## src/shared/afm_pkg.sv

```systemverilog
// Package with constants and types for the front-end monitor control block
package afm_pkg;

  // ---------------------------------------------------------------
  // Register offsets
  // ---------------------------------------------------------------
  localparam logic [7:0] AFM_OFS_PRI_SEL  = 8'h06;
  localparam logic [7:0] AFM_OFS_AUX_SEL  = 8'h16;
  localparam logic [7:0] AFM_OFS_GAIN_CFG = 8'h08;
  localparam logic [7:0] AFM_OFS_BIAS_CFG = 8'h09;
  localparam logic [7:0] AFM_OFS_STATUS   = 8'h0a;

  // ---------------------------------------------------------------
  // Reset values
  // ---------------------------------------------------------------
  localparam logic [7:0] AFM_RST_PRI_SEL  = 8'h00;
  localparam logic [7:0] AFM_RST_AUX_SEL  = 8'h00;
  localparam logic [7:0] AFM_RST_GAIN_CFG = 8'h00;
  localparam logic [7:0] AFM_RST_BIAS_CFG = 8'h00;
  localparam logic [7:0] AFM_RST_STATUS   = 8'h00;
  localparam logic [7:0] AFM_RD_UNMAPPED  = 8'h00;
  localparam logic [7:0] AFM_RST_RD_DATA  = 8'h00;
  localparam logic [5:0] AFM_RST_AMP_GAIN = 6'h01;

  // ---------------------------------------------------------------
  // Input-select codes and field positions
  // ---------------------------------------------------------------
  localparam logic [7:0] AFM_SEL_TEMP     = 8'hbb;
  localparam logic [7:0] AFM_SEL_ANA_MON  = 8'hcc;
  localparam logic [7:0] AFM_SEL_DIG_MON  = 8'hdd;
  localparam int         AFM_POS_LSB      = 0;
  localparam int         AFM_NEG_LSB      = 4;

  // Gain configuration fields
  localparam int         AFM_GAIN_LSB     = 0;
  localparam logic [2:0] AFM_GAIN_LAST    = 3'h5;
  localparam int         AFM_BYPASS_BIT   = 7;
  localparam logic [7:0] AFM_GAIN_WR_MASK = 8'h87;

  // Bias configuration fields
  localparam int         AFM_BIAS_TGT_BIT = 0;
  localparam int         AFM_BIAS_POL_BIT = 1;
  localparam int         AFM_BIAS_MAG_LSB = 2;
  localparam logic [7:0] AFM_BIAS_WR_MASK = 8'h1f;

  // Status byte bit positions
  localparam int         AFM_STS_DIFF_BIT = 1;
  localparam int         AFM_STS_HIGH_BIT = 2;
  localparam int         AFM_STS_LOW_BIT  = 3;

  // ---------------------------------------------------------------
  // Types
  // ---------------------------------------------------------------
  typedef enum logic [2:0] {
    AFM_MAG_OFF    = 3'b000,
    AFM_MAG_I0P5   = 3'b001,
    AFM_MAG_I2     = 3'b010,
    AFM_MAG_I10    = 3'b011,
    AFM_MAG_I50    = 3'b100,
    AFM_MAG_I200   = 3'b101,
    AFM_MAG_R10M   = 3'b110,
    AFM_MAG_RSVD   = 3'b111
  } afm_bias_mag_t;

  typedef struct packed {
    logic diffOver;
    logic outHigh;
    logic outLow;
  } afm_alarm_t;

  typedef struct packed {
    logic [3:0] posCode;
    logic [3:0] negCode;
    logic       tempSensor;
    logic       anaSupplyMon;
    logic       digSupplyMon;
  } afm_route_t;

  typedef struct packed {
    logic       enable;
    logic       onAux;
    logic       srcPos;
    logic       srcNeg;
    logic       resistor;
    logic [4:0] currentSel;
  } afm_bias_t;

endpackage : afm_pkg

```

## src/afm_frontend_ctrl.sv

```systemverilog
// Front-end configuration and amplifier alarm capture logic
// Function
// Gain codes 000..101 select 1 to 32
// BBh in primary select routes temp sensor
// BBh in aux select routes temp sensor
// CCh selects analog supply monitor
// DDh selects digital supply monitor
// Host sets gain 1, amp, reference for temp
// Host sets gain 1, amp for supply
// Triggered alarms read as ones in status
// Differential overrange flags its conversion cycle
// Differential flag clears at next conversion
// High flag when output near positive supply
// Low flag when output near negative supply
// High and low flags clear next cycle
// Bias attaches to primary or aux
// Pull-up sources positive; pull-down reversed
// Bias magnitude: resistor or five currents
// Bypass connects inputs straight to modulator
// Primary select holds pos and neg nibbles
// Alarms sticky per cycle, moved at ready
`timescale 1ns/1ps

module afm_frontend_ctrl
  import afm_pkg::*;
(
  input  wire logic       core_clk,
  input  wire logic       rst,
  // Register port
  input  wire logic       regWrEn,
  input  wire logic       regRdEn,
  input  wire logic [7:0] regAddr,
  input  wire logic [7:0] regWrData,
  output logic      [7:0] regRdData,
  output logic            regRdValid,
  // Conversion timing
  input  wire logic       convStart,
  input  wire logic       dataReady,
  // Comparator levels from the analog monitors
  input  wire logic       diffOverRaw,
  input  wire logic       outHighRaw,
  input  wire logic       outLowRaw,
  // Analog controls
  output afm_route_t      priRoute,
  output afm_route_t      auxRoute,
  output logic      [5:0] ampGain,
  output logic            gainCodeBad,
  output logic            ampBypass,
  output afm_bias_t       biasCtrl,
  // Status byte sent with conversion data
  output logic      [7:0] statusByte,
  output logic            statusValid
);

  // ---------------------------------------------------------------
  // Decode functions
  // ---------------------------------------------------------------
  function automatic afm_route_t decodeRoute(input logic [7:0] sel);
    afm_route_t r;
    r.posCode      = sel[AFM_POS_LSB +: 4];
    r.negCode      = sel[AFM_NEG_LSB +: 4];
    r.tempSensor   = (sel == AFM_SEL_TEMP);
    r.anaSupplyMon = (sel == AFM_SEL_ANA_MON);
    r.digSupplyMon = (sel == AFM_SEL_DIG_MON);
    return r;
  endfunction : decodeRoute

  function automatic logic [5:0] decodeGain(input logic [2:0] code);
    logic [5:0] g;
    g = 6'h01;
    unique case (code)
      3'b000:  g = 6'h01;
      3'b001:  g = 6'h02;
      3'b010:  g = 6'h04;
      3'b011:  g = 6'h08;
      3'b100:  g = 6'h10;
      3'b101:  g = 6'h20;
      default: g = 6'h01;
    endcase
    return g;
  endfunction : decodeGain

  function automatic afm_bias_t decodeBias(input logic [7:0] cfg);
    afm_bias_t     b;
    afm_bias_mag_t mag;
    mag          = afm_bias_mag_t'(cfg[AFM_BIAS_MAG_LSB +: 3]);
    b.onAux      = cfg[AFM_BIAS_TGT_BIT];
    b.resistor   = 1'b0;
    b.currentSel = 5'h00;
    unique case (mag)
      AFM_MAG_OFF:  b.currentSel = 5'h00;
      AFM_MAG_I0P5: b.currentSel = 5'h01;
      AFM_MAG_I2:   b.currentSel = 5'h02;
      AFM_MAG_I10:  b.currentSel = 5'h04;
      AFM_MAG_I50:  b.currentSel = 5'h08;
      AFM_MAG_I200: b.currentSel = 5'h10;
      AFM_MAG_R10M: b.resistor   = 1'b1;
      AFM_MAG_RSVD: b.currentSel = 5'h00;
    endcase
    b.enable = (b.currentSel != 5'h00) || b.resistor;
    // Pull-up sources into positive, sinks from negative
    b.srcPos = b.enable && !cfg[AFM_BIAS_POL_BIT];
    b.srcNeg = b.enable && cfg[AFM_BIAS_POL_BIT];
    return b;
  endfunction : decodeBias

  function automatic afm_alarm_t mergeAlarm(input afm_alarm_t held,
                                            input afm_alarm_t live);
    afm_alarm_t m;
    m.diffOver = held.diffOver | live.diffOver;
    m.outHigh  = held.outHigh  | live.outHigh;
    m.outLow   = held.outLow   | live.outLow;
    return m;
  endfunction : mergeAlarm

  function automatic logic [7:0] packStatus(input afm_alarm_t a);
    logic [7:0] s;
    s                   = AFM_RST_STATUS;
    s[AFM_STS_DIFF_BIT] = a.diffOver;
    s[AFM_STS_HIGH_BIT] = a.outHigh;
    s[AFM_STS_LOW_BIT]  = a.outLow;
    return s;
  endfunction : packStatus

  function automatic logic gainCodeOk(input logic [2:0] code);
    return (code <= AFM_GAIN_LAST);
  endfunction : gainCodeOk

  // ---------------------------------------------------------------
  // Configuration registers
  // ---------------------------------------------------------------
  logic [7:0] priSel_ff;
  logic [7:0] auxSel_ff;
  logic [7:0] gainCfg_ff;
  logic [7:0] biasCfg_ff;
  logic [7:0] nxt_priSel;
  logic [7:0] nxt_auxSel;
  logic [7:0] nxt_gainCfg;
  logic [7:0] nxt_biasCfg;

  always_comb begin
    nxt_priSel  = priSel_ff;
    nxt_auxSel  = auxSel_ff;
    nxt_gainCfg = gainCfg_ff;
    nxt_biasCfg = biasCfg_ff;
    if (regWrEn) begin
      unique case (regAddr)
        AFM_OFS_PRI_SEL:  nxt_priSel  = regWrData;
        AFM_OFS_AUX_SEL:  nxt_auxSel  = regWrData;
        AFM_OFS_GAIN_CFG: nxt_gainCfg = regWrData & AFM_GAIN_WR_MASK;
        AFM_OFS_BIAS_CFG: nxt_biasCfg = regWrData & AFM_BIAS_WR_MASK;
        default:          nxt_priSel  = priSel_ff;
      endcase
    end
  end

  always_ff @(posedge core_clk) begin
    if (rst) begin
      priSel_ff  <= AFM_RST_PRI_SEL;
      auxSel_ff  <= AFM_RST_AUX_SEL;
      gainCfg_ff <= AFM_RST_GAIN_CFG;
      biasCfg_ff <= AFM_RST_BIAS_CFG;
    end else begin
      priSel_ff  <= nxt_priSel;
      auxSel_ff  <= nxt_auxSel;
      gainCfg_ff <= nxt_gainCfg;
      biasCfg_ff <= nxt_biasCfg;
    end
  end

  // ---------------------------------------------------------------
  // Input routing and sensor bias outputs
  // ---------------------------------------------------------------
  afm_route_t priRoute_ff;
  afm_route_t auxRoute_ff;
  afm_bias_t  biasCtrl_ff;
  afm_route_t nxt_priRoute;
  afm_route_t nxt_auxRoute;
  afm_bias_t  nxt_biasCtrl;

  always_comb begin
    nxt_priRoute = decodeRoute(nxt_priSel);
    nxt_auxRoute = decodeRoute(nxt_auxSel);
    nxt_biasCtrl = decodeBias(nxt_biasCfg);
  end

  always_ff @(posedge core_clk) begin
    if (rst) begin
      priRoute_ff <= '0;
      auxRoute_ff <= '0;
      biasCtrl_ff <= '0;
    end else begin
      priRoute_ff <= nxt_priRoute;
      auxRoute_ff <= nxt_auxRoute;
      biasCtrl_ff <= nxt_biasCtrl;
    end
  end

  assign priRoute = priRoute_ff;
  assign auxRoute = auxRoute_ff;
  assign biasCtrl = biasCtrl_ff;

  // ---------------------------------------------------------------
  // Amplifier gain and bypass outputs
  // ---------------------------------------------------------------
  logic [5:0] ampGain_ff;
  logic       gainBad_ff;
  logic       bypass_ff;
  logic [5:0] nxt_ampGain;
  logic       nxt_gainBad;
  logic       nxt_bypass;

  always_comb begin
    nxt_ampGain = decodeGain(nxt_gainCfg[AFM_GAIN_LSB +: 3]);
    nxt_gainBad = !gainCodeOk(nxt_gainCfg[AFM_GAIN_LSB +: 3]);
    // Bypass routes the selected inputs to the modulator
    nxt_bypass  = nxt_gainCfg[AFM_BYPASS_BIT];
  end

  always_ff @(posedge core_clk) begin
    if (rst) begin
      ampGain_ff <= AFM_RST_AMP_GAIN;
      gainBad_ff <= 1'b0;
      bypass_ff  <= 1'b0;
    end else begin
      ampGain_ff <= nxt_ampGain;
      gainBad_ff <= nxt_gainBad;
      bypass_ff  <= nxt_bypass;
    end
  end

  assign ampGain     = ampGain_ff;
  assign gainCodeBad = gainBad_ff;
  assign ampBypass   = bypass_ff;

  // ---------------------------------------------------------------
  // Comparator synchronisers
  // ---------------------------------------------------------------
  afm_alarm_t almMeta_ff;
  afm_alarm_t almSync_ff;
  afm_alarm_t nxt_almMeta;

  always_comb begin
    nxt_almMeta.diffOver = diffOverRaw;
    nxt_almMeta.outHigh  = outHighRaw;
    nxt_almMeta.outLow   = outLowRaw;
  end

  always_ff @(posedge core_clk) begin
    if (rst) begin
      almMeta_ff <= '0;
      almSync_ff <= '0;
    end else begin
      almMeta_ff <= nxt_almMeta;
      almSync_ff <= almMeta_ff;
    end
  end

  // ---------------------------------------------------------------
  // Per-conversion sticky alarms
  // ---------------------------------------------------------------
  afm_alarm_t sticky_ff;
  afm_alarm_t nxt_sticky;

  always_comb begin
    // Start of conversion clears; a live alarm still sets
    nxt_sticky = convStart ? '0 : sticky_ff;
    nxt_sticky = mergeAlarm(nxt_sticky, almSync_ff);
  end

  always_ff @(posedge core_clk) begin
    if (rst) begin
      sticky_ff <= '0;
    end else begin
      sticky_ff <= nxt_sticky;
    end
  end

  // ---------------------------------------------------------------
  // Status byte sent with conversion data
  // ---------------------------------------------------------------
  afm_alarm_t captured;
  logic [7:0] status_ff;
  logic [7:0] nxt_status;
  logic       stsValid_ff;
  logic       nxt_stsValid;

  always_comb begin
    // Include the alarm seen in the ready cycle itself
    captured     = mergeAlarm(sticky_ff, almSync_ff);
    nxt_status   = status_ff;
    nxt_stsValid = 1'b0;
    if (dataReady) begin
      nxt_status   = packStatus(captured);
      nxt_stsValid = 1'b1;
    end
  end

  always_ff @(posedge core_clk) begin
    if (rst) begin
      status_ff   <= AFM_RST_STATUS;
      stsValid_ff <= 1'b0;
    end else begin
      status_ff   <= nxt_status;
      stsValid_ff <= nxt_stsValid;
    end
  end

  assign statusByte  = status_ff;
  assign statusValid = stsValid_ff;

  // ---------------------------------------------------------------
  // Register read-back
  // ---------------------------------------------------------------
  logic [7:0] rdData_ff;
  logic       rdValid_ff;
  logic [7:0] nxt_rdData;
  logic       nxt_rdValid;

  always_comb begin
    nxt_rdData  = rdData_ff;
    nxt_rdValid = regRdEn;
    if (regRdEn) begin
      unique case (regAddr)
        AFM_OFS_PRI_SEL:  nxt_rdData = priSel_ff;
        AFM_OFS_AUX_SEL:  nxt_rdData = auxSel_ff;
        AFM_OFS_GAIN_CFG: nxt_rdData = gainCfg_ff;
        AFM_OFS_BIAS_CFG: nxt_rdData = biasCfg_ff;
        AFM_OFS_STATUS:   nxt_rdData = status_ff;
        default:          nxt_rdData = AFM_RD_UNMAPPED;
      endcase
    end
  end

  always_ff @(posedge core_clk) begin
    if (rst) begin
      rdData_ff  <= AFM_RST_RD_DATA;
      rdValid_ff <= 1'b0;
    end else begin
      rdData_ff  <= nxt_rdData;
      rdValid_ff <= nxt_rdValid;
    end
  end

  assign regRdData  = rdData_ff;
  assign regRdValid = rdValid_ff;

endmodule : afm_frontend_ctrl

```

## config.mk

```make
export PLATFORM = sky130hd
export DESIGN_NAME = afm_frontend_ctrl
export DESIGN_NICKNAME = d
export VERILOG_FILES = /design/src/shared/afm_pkg.sv /design/src/afm_frontend_ctrl.sv
export SDC_FILE = /design/constraint.sdc
export NUM_CORES = 1
export LEC_CHECK = 0
export BUFFER_PORTS_ARGS = -buffer_cell sky130_fd_sc_hd__buf_2
export CORE_AREA = 2 2 76 78
export DETAILED_ROUTE_END_ITERATION = 8
export DIE_AREA = 0 0 78 80
export PLACE_DENSITY = 0.89
export SETUP_SLACK_MARGIN = 0.4
export SYNTH_ARGS = -nofsm -noshare
export SYNTH_HDL_FRONTEND = slang
export SYNTH_SLANG_ARGS = --single-unit
```

## constraint.sdc

```tcl
create_clock -name core_clk -period 3.2 [get_ports core_clk]
set_clock_uncertainty 0.15 [all_clocks]
set_input_delay 0.64 -clock core_clk [delete_from_list [all_inputs] [get_ports core_clk]]
set_output_delay 0.64 -clock core_clk [all_outputs]
set_load 0.01 [all_outputs]
```

==> results of run 1 <==
==> sequential cells by signal (all words and copies together), names as in the netlist <==
name,count
priSel_ff,8
biasCfg_ff,5
gainCfg_ff,4
regRdData,8
ampGain,6
statusByte,3
priRoute,3
regRdValid,1
sticky_ff,3
biasCtrl,9
auxRoute,3
gainCodeBad,1
almSync_ff,3
auxSel_ff,8
statusValid,1
almMeta_ff,3
==> cell usage in the layout, fill, tap and decap left out, types with 4 or more instances in the layout <==
| cell | netlist | layout |
|---|---|---|
| a21oi_1 | 14 | 14 |
| a22o_1 | 4 | 4 |
| buf_2 | 6 | 77 |
| buf_4 | 7 | 4 |
| clkbuf_8 | 0 | 12 |
| conb_1 | 1 | 5 |
| dfxtp_1 | 69 | 69 |
| inv_1 | 4 | 4 |
| mux2_2 | 5 | 5 |
| mux2i_1 | 39 | 39 |
| nand2_1 | 11 | 11 |
| nand3_1 | 9 | 9 |
| nand3b_1 | 5 | 5 |
| nand4_1 | 8 | 8 |
| nor2_1 | 52 | 52 |
| nor2b_1 | 18 | 18 |
| nor3_1 | 6 | 6 |
| o21ai_0 | 4 | 4 |
==> worst paths after layout <==
path	start	to	slack, ns	depth (start not counted)
setup / recovery	regAddr[4]	biasCtrl[6]	1.03	5
hold reg to reg	almMeta_ff[1]	almSync_ff[1]	0.29	1
setup reg to reg	gainCfg_ff[7]	regRdData[7]	1.84	3
hold / removal	almMeta_ff[1]	almSync_ff[1]	0.29	1
==> area by class of cell <==
class,count,share of cell area [%]
timing repair buffer,81,11.76
sequential,69,39.11
clock buffer,14,4.888
multi-input combinational,223,41.13
tap,72,2.550
inverter,4,0.4251
clock inverter,1,0.1417
==> worst max-delay path, stage by stage <==
cell	delay (ns)
buf_2	0.20
nor3b_2	0.40
nand4_4	0.34
or4_1	0.59
a21oi_1	0.12
==> power groups by stage <==
stage	Clock, mW	Combinational, mW	Sequential, mW
global route	0.678	0.107	0.874
global placement	0	0.0926	0.893
CTS	0.656	0.0972	0.874
detailed placement	0	0.0965	0.893
floorplan	0	0.0637	0.894
finish	0.637	0.0983	0.874
==> cells by family (layout without fill, tap and decap cells) <==
kind of cell	Yosys count	in the layout	synth area share (%)
other	1	5	0.1265
multiplexers	44	44	15.06
AO/OA/AOI/OAI	36	36	7.891
buffers and inverters	30	100	4.936
AND/OR/NAND/NOR	138	138	25.40
flip-flops	69	69	46.58
==> stage by stage <==
stage / utilization [%] / hold WS, ns / power, mW / setup slack, ns
after detailed placement: 62.06 / 0.2791 / 0.9897 / 0.6802
after CTS: 65.35 / 0.2948 / 1.627 / 1.045
after floorplan: - / 0.2638 / 0.9579 / 1.143
after global placement: 62.06 / 0.2688 / 0.9853 / 0.7567
final: 65.35 / 0.2892 / 1.609 / 1.033
after global routing: 65.35 / 0.3041 / 1.659 / 0.9357
==> per-layer routing <==
layer | wire length (um) | part of all wire, % | up-vias
met3 | 532 | 7.7 | 13
met1 | 3039 | 44 | 1174
met2 | 3248 | 47 | 110
li1 | - | - | 1237
met5 | 0 | 0 | -
met4 | 102 | 1.5 | 0
==> impl_metrics.toml, run 1 <==
[setup_path]
critPathLaunchType = "input port"
cp.arrival_ns = 2.29
worstSetupEndpointType = "register"
cp_max_fo = 17
crit_type = "input port to register"
worstPathRequired_ns = 3.32

[timing]
timing.final.crit_share_pct = 67.72
max_freq_mhz = 461.4
drv_slew = 0
setup-violations-final = 0
tightest_slew_ns = 0.7312
timing_hold_violations_final = 0
min_period_ns = 2.167
rsz0062_at_grt = "no"
setup-tns-final_ns = 0
slew_headroom_pct = 51.26

[power_and_ir_drop]
power_per_cell_area_nw_per_um2 = 455.6
ir_drop_mv = 0.2724
p_comb_share_pct = 6.1
p_leak_nw = 1.763
switchingPower_mw = 0.3650
internal_power_mw = 1.244
p_sw_share_pct = 22.68
p_clk_share_pct = 39.6
p_seq_share_pct = 54.3

[floorplanning]
core-area_um2 = 5405
io_pins = 83
start_util_pct = 54.86
rows = 27
dieArea_um2 = 6240
fp.dieW_um = 78
dieHeight_um = 80

[route]
wl_per_cell_um = 14.92
detail-route-antenna-nets = 0
avgViaCountPerCell = 5.461
drt_iter0_markers = 215
drc = 0
drt_wl_total_um = 6922
dr.pass1.iters = 4
vias = 2534

[clock_tree]
path_clk_slew_ns = 0.07
cts_sinks = 69
cts_setup_buffers = 0
cts_root_buf = "clkbuf_8"
cts_buffers = 9
cts_resized = 0
clkLatencyLatePin_ns = 0.34
clk_path_buf_depth = 2
htreeDepth = 3
cts_tree = "built"
holdBufCountCts = 0

[placement]
dpl_cell_area_um2 = 3354
hpwl_um = 4956
place_inst = 449
gp_congestion = 0.9045
port_buffers = 77

[logic_synthesis]
syn_area_per_cell_um2 = 9.325
netlist_area_um2 = 2965
syn_inst = 318
synth_top_cell_by_area = "dfxtp_1"
yosys_warnings = 0
synth_common_cells = "69 x dfxtp_1, 52 x nor2_1, 39 x mux2i_1"
yosys_register_bits = 69
async_reset_ff_share_pct = 0
synth_cell_type_count = 47
ys_seq_area_share_pct = 46.58
synth_top_area_share_pct = 46.58
ys.flop_type = "dfxtp_1"
yosysMostFrequentCell = "dfxtp_1"
synthTopCellsByArea = "dfxtp_1 47%, mux2i_1 13%, nor2_1 6.6%, nor2b_1 3.8%, a21oi_1 2.4%"
synth_edf_count = 0

[global_routing]
grt_pass1_vias = 2250
grtUsageMet2_pct = 35.86
track_usage_pct = 22.59
antenna_found_initial = 0
grt_max_degree = 43
grt_use_met3_pct = 6.335
top_usage_layer = "met2"
grt_pass1_wl_um = 10810
grt-ovfl-total = 0
grt_use_met1_pct = 28.57

[layout]
nNetsFinal = 413
instances_no_fill = 464
drive_above_1_share_pct = 27.81
multi_input_area_um2 = 1453
num_antenna_cells = 0
fin_area_um2 = 3532
area_growth_pct = 19.11
ff_latch_area_um2 = 1381
fillers = 436

[min_path]
min_path_type = "register to register"

[run_status]
status = "finished, final reports clean"

[flow_run]
drv_cap = 0
Note: power is estimated with default switching activity, not from simulation.
==> run 2: changes to the inputs <==
CORE_AREA = 2 2 79 81   (was 2 2 76 78)
DIE_AREA = 0 0 81 83   (was 0 0 78 80)
PLACE_DENSITY = 0.84   (was 0.89)
clock period = 2.2 ns   (was 3.2 ns; I/O delays follow)
==> run 2 against run 1 <==
  * Final cell count increased by 1.9%
  * Die area increased by 7.7%
  * Via count increased by 0.32%
  * Critical path type unchanged
  * Critical endpoint is now ampGain[2]
  * Final area increased by 1.0%
  * Sequential share of layout area decreased by 0.40 points
==> impl_metrics.toml, run 2 (synthesis gave the netlist of run 1 again) <==
[floorplanning]
core-area_um2 = 5816
start_util_pct = 50.99
dieArea_um2 = 6723
rows = 28
io_pins = 83
fp.dieW_um = 81
dieHeight_um = 83

[setup_path]
cp_max_fo = 14
cp-startpoint = "regAddr[2]"
r2r_start = "gainCfg_ff[7]"
critPathBufInv = 2
critPathSlowestCell = "nor3b_4"
max_stage_delay_ns = 0.35
cp.depth = 6
worstSetupEndpointType = "register"
r2r_cells = 3
crit_type = "input port to register"
cp.arrival_ns = 1.77
critPathLaunchType = "input port"
path_cells = "buf_2 -> nor3b_4 -> nand4_1 -> buf_4 -> or3_1 -> a21oi_1"
cp_top_family = "simple AND/OR/NAND/NOR gates"
worstPathRequired_ns = 2.32

[layout]
multi_input_area_um2 = 1459
final_util_pct = 61.36
num_antenna_cells = 0
largest_reg_flops = 9
ff_latch_area_um2 = 1381
fillers = 504
nNetsFinal = 419
area_growth_pct = 20.34
drive_above_1_share_pct = 28.64
final_common_cell = "buf_2"
final_cell_mix = "77 x buf_2, 69 x dfxtp_1, 52 x nor2_1"

[route]
drc = 0
drt_iter0_markers = 219
detail-route-antenna-nets = 0
wl_per_cell_um = 15.22
avgViaCountPerCell = 5.374
drt_wl_total_um = 7199
vias = 2542
dr.pass1.iters = 4

[clock_tree]
cts_buffers = 9
holdBufCountCts = 0
path_clk_slew_ns = 0.06
htreeDepth = 3
cts_tree = "built"
clkLatencyLatePin_ns = 0.34
clk_path_buf_depth = 2
cts_root_buf = "clkbuf_8"
cts_sinks = 69

[min_path]
hold_start = "outLowRaw"
min_path_type = "input port to register"
hold_depth = 2

[placement]
hpwl_um = 5257
pre_cts_ws_ns = 0.1410
gp_congestion = 0.9113
port_buffers = 77

[power_and_ir_drop]
power_per_cell_area_nw_per_um2 = 640.8
ir_drop_mv = 0.3983
p_leak_nw = 1.789

[run_status]
status = "finished, final reports clean"

[timing]
min_period_ns = 1.649
setup_slack_ns = 0.5512
setup-tns-final_ns = 0
timing.final.crit_share_pct = 74.95
max_freq_mhz = 606.5
rsz0062_at_grt = "no"
timing_hold_violations_final = 0
setup-violations-final = 0
drv_slew = 0

[global_routing]
grt_pass1_vias = 2286
grt_max_degree = 31
track_usage_pct = 21.91
antenna_found_initial = 0
grt-ovfl-total = 0
grt_pass1_wl_um = 11380

[flow_run]
drv_cap = 0
run 2: cell count changes in the layout (fill, tap and decap cells not counted), sizes merged:
cell and delta:
buf +6, clkbuf -1, clkinv +1
run 2: timing repair:
action / CTS / global route
endpoints found under the setup margin: 0 / 5
setup buffers: 0 / 2
resized for setup: 0 / 1
run 2: final timing paths:
check	endpoint	slack [ns]
worst max-delay path	ampGain[2]	0.55
worst max register to register	regRdData[7]	0.84
worst min register to register	almSync_ff[0]	0.29
worst min-delay path	almMeta_ff[0]	0.16
run 2: final cells by class:
type	instances	area share [%]
clock inverter	2	0.2805
inverter	4	0.4208
multi-input combinational	223	40.88
clock buffer	13	4.173
timing repair buffer	87	12.90
tap	75	2.630
sequential	69	38.71
run 2: where the power goes:
group          switching (mW)  internal (mW)
Clock                   0.432          0.431
Sequential            0.00745           1.26
Combinational          0.0950         0.0578
Total                   0.534           1.75
run 2: per-stage QoR:
stage / area [um2] / std cells / hold slack (ns) / power, mW
after global routing: 3568 / 473 / 0.1534 / 2.372
after global placement: 3388 / 456 / 0.2675 / 1.441
after detailed placement: 3388 / 456 / 0.2783 / 1.446
after CTS: 3547 / 471 / 0.1471 / 2.300
after floorplan: 2985 / 322 / 0.2638 / 1.393
final: 3568 / 473 / 0.1577 / 2.286
run 2: metal layers:
metal	track usage (%)	vias to the layer above	routed length (um)
met5	0	-	0
met4	7.088	0	139
met3	6.522	15	520
met2	33.81	85	3389
met1	29.19	1191	3150
li1	-	1251	-
==> run 3: changes to the inputs <==
clock period = 1.63 ns   (was 2.2 ns; I/O delays follow)
==> run 3 against run 2 <==
  * Register-to-register slack got worse by 0.58 ns
  * Clock power rose by 49%
  * Clock-buffer cell count rose by 1
  * Worst setup slack got worse by 0.39 ns
  * Largest power group unchanged
  * Highest routed layer unchanged
==> impl_metrics.toml, run 3 (synthesis gave the netlist of run 1 again) <==
[global_routing]
grt_use_met1_pct = 35.00
grt_pass1_vias = 3079
grtUsageMet2_pct = 49.66
grt_pass1_wl_um = 15320
antenna_found_initial = 0
grt-ovfl-total = 0
track_usage_pct = 29.93
grt_use_met3_pct = 7.609
grt_max_degree = 30
top_usage_layer = "met2"

[placement]
place_inst = 477
gp_congestion = 0.9217
hpwl_um = 5688
port_buffers = 77
pre_cts_ws_ns = -0.2102
dpl_cell_area_um2 = 3573

[layout]
drive_above_1_share_pct = 53.44
fin_area_um2 = 4601
num_antenna_cells = 0
area_growth_pct = 55.15
final_common_cell = "buf_4"
instances_no_fill = 526
nNetsFinal = 472
final_cell_mix = "52 x buf_4, 51 x nor2_1, 50 x buf_6"
largest_reg_flops = 9

[timing]
drv_slew = 0
timing_hold_violations_final = 0
setup_slack_ns = 0.1615
whs_ns = 0.03565
max_freq_mhz = 681.0
setup-violations-final = 0
min_period_ns = 1.468
rsz0062_at_grt = "yes"
timing.final.crit_share_pct = 90.09

[clock_tree]
cts_buffers = 9
clkLatencyLatePin_ns = 0.35
path_clk_slew_ns = 0.07
htreeDepth = 3
holdBufCountCts = 0
clk_path_buf_depth = 2
cts_sinks = 69
cts_root_buf = "clkbuf_8"
cts_tree = "built"

[setup_path]
cp.arrival_ns = 1.55
worstSetupEndpointType = "register"
r2r_start = "auxSel_ff[1]"
cp-startpoint = "regAddr[6]"
critPathLaunchType = "input port"
crit_end = "biasCtrl[2]"
cp_max_fo = 7
worstPathRequired_ns = 1.71
crit_type = "input port to register"
r2r-end = "auxRoute[0]"
reg2reg_slack_ns = 0.26
r2r_cells = 5

[floorplanning]
fp.dieW_um = 81
start_util_pct = 50.99
rows = 28
dieHeight_um = 83
core-area_um2 = 5816
dieArea_um2 = 6723
io_pins = 83

[run_status]
status = "finished, final reports clean"

[flow_run]
drv_cap = 0

[route]
wl_per_cell_um = 20.93
drt_wl_total_um = 11010
detail-route-antenna-nets = 0
drc = 0
dr.pass1.iters = 6
avgViaCountPerCell = 6.095
vias = 3206
drt_iter0_markers = 343

[power_and_ir_drop]
power_per_cell_area_nw_per_um2 = 716.9
switchingPower_mw = 0.8096
p_leak_nw = 2.150
ir_drop_mv = 0.6021
power_mw = 3.298
p_clk_share_pct = 39.2
p_sw_share_pct = 24.55
internal_power_mw = 2.488
p_seq_share_pct = 51.6
p_comb_share_pct = 9.2

[min_path]
min_path_type = "input port to register"
## run 3: cell count changes in the layout (fill, tap and decap cells not counted), sizes merged
cell	delta
clkinv	-1
clkbuf	+1
buf	+53
## run 3: stage by stage
| stage | TNS (ns) | utilization [%] |
|---|---|---|
| floorplan | -0.08053 | - |
| global placement | -3.050 | 61.45 |
| detailed placement | -4.407 | 61.45 |
| CTS | 0 | 76.16 |
| global route | 0 | 79.11 |
| finish | 0 | 79.11 |
## run 3: final cells by class
class	count	area, um2
tap	75	93.84
timing repair buffer	140	1164
clock inverter	1	5.005
inverter	4	15.01
sequential	69	1456
multi-input combinational	223	1694
fill	306	1215
clock buffer	14	172.7
## run 3: per-layer routing
layer	up-vias	part of all wire, %
li1	1356	-
met1	1507	37
met2	260	48
met3	83	9.6
met4	0	6.2
met5	-	0
## run 3: how the worst min path moves through the flow
| stage | from | cells after the start | endpoint |
|---|---|---|---|
| global placement | almMeta_ff[2] | 1 | almSync_ff[2] |
| global route | diffOverRaw | 2 | almMeta_ff[2] |
| detailed placement | almMeta_ff[1] | 1 | almSync_ff[1] |
| CTS | outHighRaw | 2 | almMeta_ff[1] |
| finish | outHighRaw | 2 | almMeta_ff[1] |
| floorplan | rst | 1 | regRdValid |
## run 3: timing repair
item / in CTS / in global routing
setup buffers: 25 / 8
gates resized for setup: 122 / 28
cloned: 1 / 0
pin swaps: 21 / 6
endpoints found under the setup margin: 102 / 106
## run 3: worst max-delay path, stage by stage
cell	delay, ns
buf_6	0.10
nor3_4	0.24
buf_4	0.17
nand4_4	0.11
buf_8	0.17
buf_6	0.14
mux2i_4	0.22
nor2_1	0.08
## run 3: power groups by stage
stage / sequential, mW / combinational (mW) / clock (mW)
after floorplan: 1.76 / 0.132 / 0
after global placement: 1.75 / 0.223 / 0
after detailed placement: 1.75 / 0.228 / 0
after CTS: 1.70 / 0.270 / 1.27
after global routing: 1.70 / 0.317 / 1.37
final: 1.70 / 0.302 / 1.29
